## src/rtl/kms_consts.svh

```systemverilog
// Purpose: Offsets, field positions, reset values and timing counts of the keypad matrix scanner.
// Assumes: Included by bare name; definitions only.
// Notes: Register and field definitions follow.
`ifndef KMS_CONSTS_SVH
`define KMS_CONSTS_SVH

`define KMS_ADDR_COL      8'hd1
`define KMS_ADDR_ROW      8'hd2
`define KMS_ADDR_SCAN     8'hd3
`define KMS_ADDR_STAT     8'hd4

`define KMS_RST_COL       5'h1f
`define KMS_RST_ROW       6'h3f
`define KMS_RST_SCAN      8'h00

`define KMS_BIT_IRQ_EN    0
`define KMS_BIT_DETECT    1
`define KMS_BIT_AUTO      2
`define KMS_BIT_TICK      3
`define KMS_DB_LSB        2
`define KMS_DB_STEP_MS    4
`define KMS_ROWS_HIGH     6'h3f

`endif

```

## src/rtl/kms_pkg.sv

```systemverilog
// Purpose: Types of the keypad matrix scanner.
// Assumes: Nothing beyond the constants header.
// Notes: Scan states follow the press, scan, release sequence.
package kms_pkg;
	typedef enum logic [2:0] {
		KMS_IDLE,
		KMS_PRESS_DB,
		KMS_SCAN,
		KMS_WAIT_REL,
		KMS_REL_DB
	} kms_state_t;
endpackage : kms_pkg

```

## src/rtl/kms_sync.sv

```systemverilog
// Purpose: Two-flop synchroniser for a bus of pin levels.
// Assumes: Reset value given by parameter.
// Notes: Only the second stage is visible.
`timescale 1ns/100ps
`default_nettype none
module kms_sync #(
	parameter int         W   = 6,
	parameter logic [W-1:0] RST = '1
) (
	input  wire logic         mclk,
	input  wire logic         arst_n,
	input  wire logic [W-1:0] d,
	output var  logic [W-1:0] q
);
	logic [W-1:0] meta;

	always_ff @(posedge mclk or negedge arst_n) begin
		if (!arst_n) begin
			meta <= RST;
			q    <= RST;
		end else begin
			meta <= d;
			q    <= meta;
		end
	end
endmodule : kms_sync
`default_nettype wire

```

## src/rtl/kms_scanner.sv

```systemverilog
// Purpose: Keypad matrix scanner with debounce, single-key scan, bypass and detect interrupt.
// Assumes: Register port on mclk; 1 kHz tick and rows come from other domains.
// Notes: Debounce and step timing count whole tick rising edges.
`timescale 1ns/100ps
`default_nettype none
`include "kms_consts.svh"
module kms_scanner import kms_pkg::*; #(
	parameter int NROW = 6,
	parameter int NCOL = 5
) (
	input  wire logic            mclk,
	input  wire logic            arst_n,
	input  wire logic [7:0]      addr,
	input  wire logic [7:0]      wdata,
	input  wire logic            wr,
	input  wire logic            rd,
	output var  logic [7:0]      rdata,
	input  wire logic            key_tick,
	input  wire logic [NROW-1:0] row_in,
	output var  logic [NCOL-1:0] col_out,
	output var  logic            irq
);
	if (NROW != 6 || NCOL != 5) begin : g_bad_size
		$error("kms_scanner serves a 6 by 5 matrix only");
	end

	logic [NROW-1:0] row_s;
	logic            tick_s;
	logic            tick_d;
	logic            tick_rise;
	logic [NCOL-1:0] key_column_value;
	logic [NROW-1:0] key_row_value;
	logic [7:0]      scan_debounce_timing;
	logic            auto_scan_enable;
	logic            key_detect_flag;
	logic            key_detect_irq_enable;
	logic            rows_all_high_d;
	logic            bypass_fall;
	logic            auto_found;
	logic            stat_read;
	logic [8:0]      tmr;
	logic [2:0]      col_idx;
	logic [1:0]      hits;
	logic [NROW-1:0] hit_row;
	logic [NCOL-1:0] hit_col;
	logic [NCOL-1:0] col_drive;
	kms_state_t      state;
	logic [5:0]      debounce_period;
	logic [1:0]      column_step_time;
	logic [8:0]      db_ticks;
	logic [8:0]      step_ticks;
	logic            rows_any_low;
	logic            row_one_low;

	// Rows and tick arrive from pins and another clock.
	kms_sync #(.W(NROW), .RST(`KMS_RST_ROW)) u_row_sync (
		.mclk   (mclk),
		.arst_n (arst_n),
		.d      (row_in),
		.q      (row_s)
	);
	kms_sync #(.W(1), .RST(1'b0)) u_tick_sync (
		.mclk   (mclk),
		.arst_n (arst_n),
		.d      (key_tick),
		.q      (tick_s)
	);

	assign debounce_period  = scan_debounce_timing[7:`KMS_DB_LSB];
	assign column_step_time = scan_debounce_timing[1:0];
	// Code zero stands for 64 steps of 4 ms.
	assign db_ticks = (debounce_period == 6'h00) ? 9'd256 : {1'b0, debounce_period, 2'b00};
	always_comb begin
		case (column_step_time)
		2'b01:   step_ticks = 9'd1;
		2'b10:   step_ticks = 9'd2;
		2'b11:   step_ticks = 9'd3;
		default: step_ticks = 9'd4;
		endcase
	end
	assign rows_any_low = (row_s != `KMS_ROWS_HIGH);
	assign row_one_low  = ($countones(~row_s) == 1);
	assign tick_rise    = tick_s & ~tick_d;
	assign stat_read    = rd && (addr == `KMS_ADDR_STAT);
	// Bypass detection looks at rows only, so a stopped tick does not hide a press.
	assign bypass_fall  = !auto_scan_enable && rows_all_high_d && rows_any_low;

	always_ff @(posedge mclk or negedge arst_n) begin
		if (!arst_n) begin
			tick_d          <= 1'b0;
			rows_all_high_d <= 1'b1;
		end else begin
			tick_d          <= tick_s;
			rows_all_high_d <= !rows_any_low;
		end
	end

	always_ff @(posedge mclk or negedge arst_n) begin
		if (!arst_n) begin
			scan_debounce_timing  <= `KMS_RST_SCAN;
			auto_scan_enable      <= 1'b0;
			key_detect_irq_enable <= 1'b0;
		end else if (wr) begin
			if (addr == `KMS_ADDR_SCAN)
				scan_debounce_timing <= wdata;
			if (addr == `KMS_ADDR_STAT) begin
				auto_scan_enable      <= wdata[`KMS_BIT_AUTO];
				key_detect_irq_enable <= wdata[`KMS_BIT_IRQ_EN];
			end
		end
	end

	// Set beats the clearing read so no key is lost.
	always_ff @(posedge mclk or negedge arst_n) begin
		if (!arst_n)
			key_detect_flag <= 1'b0;
		else if (auto_found || bypass_fall)
			key_detect_flag <= 1'b1;
		else if (stat_read)
			key_detect_flag <= 1'b0;
	end

	always_ff @(posedge mclk or negedge arst_n) begin
		if (!arst_n)
			irq <= 1'b0;
		else
			irq <= key_detect_irq_enable && (key_detect_flag || auto_found || bypass_fall)
				&& !(stat_read && !(auto_found || bypass_fall));
	end

	// Scan sequencer; advances only on tick edges.
	always_ff @(posedge mclk or negedge arst_n) begin
		if (!arst_n) begin
			state            <= KMS_IDLE;
			tmr              <= 9'd0;
			col_idx          <= 3'd0;
			hits             <= 2'd0;
			hit_row          <= `KMS_RST_ROW;
			hit_col          <= `KMS_RST_COL;
			auto_found       <= 1'b0;
		end else begin
			auto_found <= 1'b0;
			if (!auto_scan_enable) begin
				state <= KMS_IDLE;
			end else if (tick_rise) begin
				case (state)
				KMS_IDLE: begin
					if (rows_any_low) begin
						state <= KMS_PRESS_DB;
						tmr   <= 9'd1;
					end
				end
				KMS_PRESS_DB: begin
					if (tmr >= db_ticks) begin
						if (rows_any_low) begin
							state   <= KMS_SCAN;
							col_idx <= 3'd0;
							hits    <= 2'd0;
							tmr     <= 9'd0;
						end else begin
							state <= KMS_IDLE;
						end
					end else begin
						tmr <= tmr + 9'd1;
					end
				end
				KMS_SCAN: begin
					if (tmr + 9'd1 >= step_ticks) begin
						tmr <= 9'd0;
						if (rows_any_low) begin
							hits    <= (hits == 2'd0 && row_one_low) ? 2'd1 : 2'd2;
							hit_row <= row_s;
							hit_col <= col_drive;
						end
						if (col_idx == 3'(NCOL - 1)) begin
							state <= KMS_WAIT_REL;
							if ((hits == 2'd1 && !rows_any_low) ||
								(hits == 2'd0 && rows_any_low && row_one_low))
								auto_found <= 1'b1;
						end else begin
							col_idx <= col_idx + 3'd1;
						end
					end else begin
						tmr <= tmr + 9'd1;
					end
				end
				KMS_WAIT_REL: begin
					if (!rows_any_low) begin
						state <= KMS_REL_DB;
						tmr   <= 9'd1;
					end
				end
				KMS_REL_DB: begin
					if (rows_any_low)
						tmr <= 9'd1;
					else if (tmr >= db_ticks)
						state <= KMS_IDLE;
					else
						tmr <= tmr + 9'd1;
				end
				default: state <= KMS_IDLE;
				endcase
			end
		end
	end

	// Row register: live rows in bypass, latched valid key in automatic scan.
	always_ff @(posedge mclk or negedge arst_n) begin
		if (!arst_n)
			key_row_value <= `KMS_RST_ROW;
		else if (!auto_scan_enable)
			key_row_value <= row_s;
		else if (auto_found)
			key_row_value <= (hits == 2'd1) ? hit_row : row_s;
	end

	// Column register keeps the last valid key, so a stop leaves that value on the pins.
	always_ff @(posedge mclk or negedge arst_n) begin
		if (!arst_n) begin
			key_column_value <= `KMS_RST_COL;
		end else if (!auto_scan_enable) begin
			if (wr && addr == `KMS_ADDR_COL)
				key_column_value <= wdata[NCOL-1:0];
		end else if (auto_found) begin
			key_column_value <= hit_col;
		end
	end

	// All columns low while waiting, so keys still held after a scan keep the release wait going.
	always_ff @(posedge mclk or negedge arst_n) begin
		if (!arst_n)
			col_drive <= '0;
		else if (state == KMS_SCAN)
			col_drive <= ~(5'(1) << col_idx);
		else
			col_drive <= '0;
	end

	always_ff @(posedge mclk or negedge arst_n) begin
		if (!arst_n)
			col_out <= `KMS_RST_COL;
		else
			col_out <= auto_scan_enable ? col_drive : key_column_value;
	end

	always_ff @(posedge mclk or negedge arst_n) begin
		if (!arst_n) begin
			rdata <= 8'h00;
		end else begin
			rdata <= 8'h00;
			if (rd) begin
				case (addr)
				`KMS_ADDR_COL:  rdata <= {3'b000, key_column_value};
				`KMS_ADDR_ROW:  rdata <= {2'b00, key_row_value};
				`KMS_ADDR_SCAN: rdata <= scan_debounce_timing;
				`KMS_ADDR_STAT: rdata <= {4'h0, tick_s, auto_scan_enable,
						key_detect_flag, key_detect_irq_enable};
				default:        rdata <= 8'h00;
				endcase
			end
		end
	end

	a_flag_on_fall: assert property (@(posedge mclk) disable iff (!arst_n)
		bypass_fall |=> key_detect_flag) else $error("bypass fall did not set flag");
	a_read_clears: assert property (@(posedge mclk) disable iff (!arst_n)
		stat_read && !auto_found && !bypass_fall |=> !key_detect_flag) else $error("read left flag");
	a_irq_gated: assert property (@(posedge mclk) disable iff (!arst_n)
		!key_detect_irq_enable |=> !irq) else $error("irq while disabled");
	a_found_flag: assert property (@(posedge mclk) disable iff (!arst_n)
		auto_found |=> key_detect_flag) else $error("valid key did not set flag");
	a_bypass_rows: assert property (@(posedge mclk) disable iff (!arst_n)
		!auto_scan_enable ##1 !auto_scan_enable |-> key_row_value == $past(row_s))
		else $error("row register not live in bypass");
	a_col_follow: assert property (@(posedge mclk) disable iff (!arst_n)
		1'b1 |=> col_out == $past(auto_scan_enable ? col_drive : key_column_value))
		else $error("column pins lag");
	a_no_auto_off: assert property (@(posedge mclk) disable iff (!arst_n)
		!auto_scan_enable |=> state == KMS_IDLE) else $error("scan with auto off");
	a_tick_read: assert property (@(posedge mclk) disable iff (!arst_n)
		stat_read |=> rdata[`KMS_BIT_TICK] == $past(tick_s)) else $error("tick bit wrong");
	a_db_code0: assert property (@(posedge mclk) disable iff (!arst_n)
		debounce_period == 6'h00 && state == KMS_PRESS_DB && tmr < 9'd256 |=> state != KMS_SCAN)
		else $error("debounce zero code");
endmodule : kms_scanner
`default_nettype wire

```

## config.mk

```make
export PLATFORM = sky130hd
export DESIGN_NAME = kms_scanner
export DESIGN_NICKNAME = d
export VERILOG_FILES = /design/src/rtl/kms_pkg.sv /design/src/rtl/kms_sync.sv /design/src/rtl/kms_scanner.sv
export VERILOG_INCLUDE_DIRS = /design/src /design/src/rtl
export SDC_FILE = /design/constraint.sdc
export NUM_CORES = 1
export LEC_CHECK = 0
export BUFFER_PORTS_ARGS = -buffer_cell sky130_fd_sc_hd__buf_2
export CAP_MARGIN = 20
export CORE_UTILIZATION = 25
export CTS_BUF_LIST = sky130_fd_sc_hd__clkbuf_16
export DETAILED_ROUTE_END_ITERATION = 8
export PLACE_DENSITY = 0.42
export SLEW_MARGIN = 25
export SYNTH_ARGS = -nofsm -noshare
export SYNTH_HDL_FRONTEND = slang
export SYNTH_SLANG_ARGS = --single-unit
```

## constraint.sdc

```tcl
create_clock -name mclk -period 4.7 [get_ports mclk]
set_input_delay 0.235 -clock mclk [delete_from_list [all_inputs] [get_ports mclk]]
set_output_delay 0.235 -clock mclk [all_outputs]
set_load 0.05 [all_outputs]
```

==> results.py <==
metrics = {
    "power": {
        "clock_power_share": 0.456,
        "p_int_w": 0.001303,
        "power_frac_seq": 0.463,
        "switching_share": 0.2440,
        "p_switching_w": 0.0004206,
        "leakagePower_nw": 2.328,
        "p_per_area_nw_per_um2": 326.6,
        "pwr-share-comb": 0.081,
        "peakVddDrop_mv": 0.1835,
    },
    "logic_synthesis": {
        "yosysSeqAreaShare": 0.4924,
        "postSynthCellCount": 388,
        "ys_types": 64,
        "ys_async_sr_fraction": 1.000,
        "synth_ff_type": "dfrtp_1",
        "synth_edf_count": 0,
        "syn_nets": 437,
        "yosys_register_bits": 86,
        "syn_area_um2": 4472,
        "synth.yosys.warnings": 0,
        "syn_area_per_cell_um2": 11.53,
    },
    "sta": {
        "slew_viol_final": 0,
        "fmax_ghz": 0.3022,
        "period_needed_ps": 3309,
        "worst_slew_pin_slew_ps": 844.8,
        "setup_viol": 0,
        "min_period_over_period": 0.7041,
        "grt_setup_unrepaired": "no",
        "hold_viol_final": 0,
        "fin_worst_skew_ps": 7.929,
        "finalWorstSetupSlack_ps": 1391,
        "setup_tns_ps": 0,
        "slew_headroom": 0.4343,
        "hold_ws_ps": 122.7,
    },
    "floorplan": {
        "initial_core_util": 0.2576,
        "core_region_area_um2": 17360,
        "ioPinCount": 41,
        "rows": 48,
        "dieArea_um2": 18430,
        "dieWidth_um": 135.7,
        "die_y_um": 135.7,
    },
    "route": {
        "drtPass1Iterations": 4,
        "drt_iter0_markers": 151,
        "drt-total-wl_mm": 10.43,
        "ant_nets": 0,
        "vias_per_cell": 4.574,
        "vias": 3042,
        "drc": 0,
        "post_drt_wl_per_cell_um": 15.68,
    },
    "setup_path": {
        "ff2ff_setup_slack_ps": 1390,
        "worstPathCellList": "ha_1 > nor2b_1 > or2_2 > ha_1 > nand2_1 > o21ai_0 > o31ai_4 > nor3_4 > mux2_1",
        "slowest_delay_ps": 680,
        "regToRegEndpoint": "hit_col[4]",
        "endpoint_kind": "flip-flop",
        "reg2reg_depth": 9,
        "crit_slowest_cell": "nor3_4",
        "path_class": "reg2reg",
        "critPathArrivalTime_ps": 3580,
        "critPathTopFamily": "simple AND/OR/NAND/NOR gates",
        "required_ps": 4970,
        "critPathMostFrequentCell": "ha_1",
        "path_max_fanout": 13,
        "cp.buffers_inverters": 0,
        "worstSetupStartpointType": "flip-flop",
        "reg2reg_from": "tmr[0]",
    },
    "global_route": {
        "grt_use_total": 0.1253,
        "antenna_found_initial": 0,
        "grt_pass1_vias": 3122,
        "overflow": 0,
        "grt_max_degree": 49,
        "grt_pass1_wl_mm": 17.19,
    },
    "final_layout": {
        "filler_cell_count": 1796,
        "mostFrequentLayoutCell": "dfrtp_1",
        "final_cell_mix": "dfrtp_1 (46), dfstp_2 (40), nand2_1 (39), buf_2 (39)",
        "fin_nets": 484,
        "area_delta_synth_final_pct": 17.99,
        "antenna_cells": 0,
        "drive_above_1_share": 0.3455,
    },
    "placed_design": {
        "gp_congestion": 0.7499,
        "dp_hpwl_mm": 7.537,
        "io_buffers": 40,
        "place_ws_ps": 1386,
    },
    "run": {
        "drv_cap": 0,
    },
    "min_path": {
        "hold_depth": 2,
        "hold_class": "in2reg",
        "hold_end": "scan_debounce_timing[5]",
        "holdCritStartpoint": "wdata[5]",
    },
    "clock_tree": {
        "cts-root-buf": "clkbuf_16",
        "cts_tree": "built",
        "cts_sinks": 86,
        "numCtsBuffers": 9,
        "clk_pin_slew_ps": 70,
        "post_cts_buffers": 0,
        "clk_latency_ps": 350,
        "h-tree-depth": 3,
        "clockBufferDepth": 2,
    },
    "outcome": {
        "outcome": "finished, final reports clean",
    },
}
==> metal layers <==
layer | up-vias | global-route usage | share of wire
met3 | 14 | 0.02993 | 0.043
met1 | 1471 | 0.1710 | 0.49
li1 | 1491 | - | -
met5 | - | 0 | 0
met4 | 0 | 0.04869 | 0.019
met2 | 66 | 0.1896 | 0.45
==> power groups by stage <==
stage / combinational, W / sequential, W / clock [W]
4_1_cts: 0.000144 / 0.000798 / 0.000818
6_report: 0.000140 / 0.000797 / 0.000786
3_3_place_gp: 0.000136 / 0.000810 / 0
2_1_floorplan: 0.0000783 / 0.000808 / 0
5_1_grt: 0.000160 / 0.000800 / 0.000847
3_5_place_dp: 0.000138 / 0.000810 / 0
==> cells in the mapped netlist (7+ instances only) <==
library cell | number | area (um2)
dfrtp_1 | 46 | 1151
dfstp_2 | 40 | 1051
nand2_1 | 39 | 146.4
inv_1 | 25 | 93.84
mux2_2 | 25 | 281.5
nor2_1 | 20 | 75.07
ha_1 | 19 | 237.7
a21oi_1 | 17 | 85.08
mux2i_1 | 12 | 120.1
o21ai_0 | 12 | 60.06
a22o_1 | 7 | 61.31
==> worst max path at each step <==
stage,start,to,slack [ps],cells after the start
after floorplan,tmr[0],hit_col[2],1930,10
after global placement,tmr[0],hit_col[1],1430,9
after detailed placement,tmr[0],hit_col[0],1390,9
after CTS,tmr[0],hit_col[0],1360,9
after global routing,tmr[0],hit_col[0],1130,9
final,tmr[0],hit_col[4],1390,9
==> stage by stage <==
stage                 util  power [W]  area, um2  instances
global placement    0.2805  0.0009460       4868        641
detailed placement  0.2805  0.0009479       4868        641
CTS                 0.3040   0.001759       5276        665
finish              0.3040   0.001723       5276        665
floorplan                -  0.0008860       4472        388
global route        0.3040   0.001807       5276        665
==> what timing repair did <==
item / 4_1_cts / 5_1_grt
hold endpoints to repair: 26 / 0
gates resized for setup: 0 / 0
endpoints found under the setup margin: 0 / 0
hold buffers: 8 / 0
==> final cells by class <==
type | instances | area (um2) | area share
clock buffer | 9 | 225.2 | 0.04268
clock inverter | 7 | 102.6 | 0.01945
inverter | 25 | 93.84 | 0.01779
multi-input combinational | 263 | 2073 | 0.3929
sequential | 86 | 2202 | 0.4174
tap | 225 | 281.5 | 0.05336
timing repair buffer | 50 | 297.8 | 0.05644
==> logic make-up (layout without fill, tap and decap cells) <==
kind of cell | count (synthesis) | count (layout) | share of synthesized area
fa+ha+maj | 22 | 22 | 0.06659
simple gates | 117 | 117 | 0.1469
buf+inv | 39 | 91 | 0.04393
flops | 86 | 86 | 0.4924
compound gates | 77 | 77 | 0.1329
xor+xnor | 2 | 2 | 0.003918
mux | 45 | 45 | 0.1133
==> registers in the layout, indices dropped and copies added (netlist names), 2 cells and up <==
signal and cells:
hit_col 5, tmr 9, u_row_sync.q 6, u_row_sync.meta 6, key_column_value 5, hit_row 6
rdata 8, col_out 5, col_drive 5, state 3, key_row_value 6, col_idx 3
hits 2, scan_debounce_timing 8
Power figures use the tool's default switching activity.
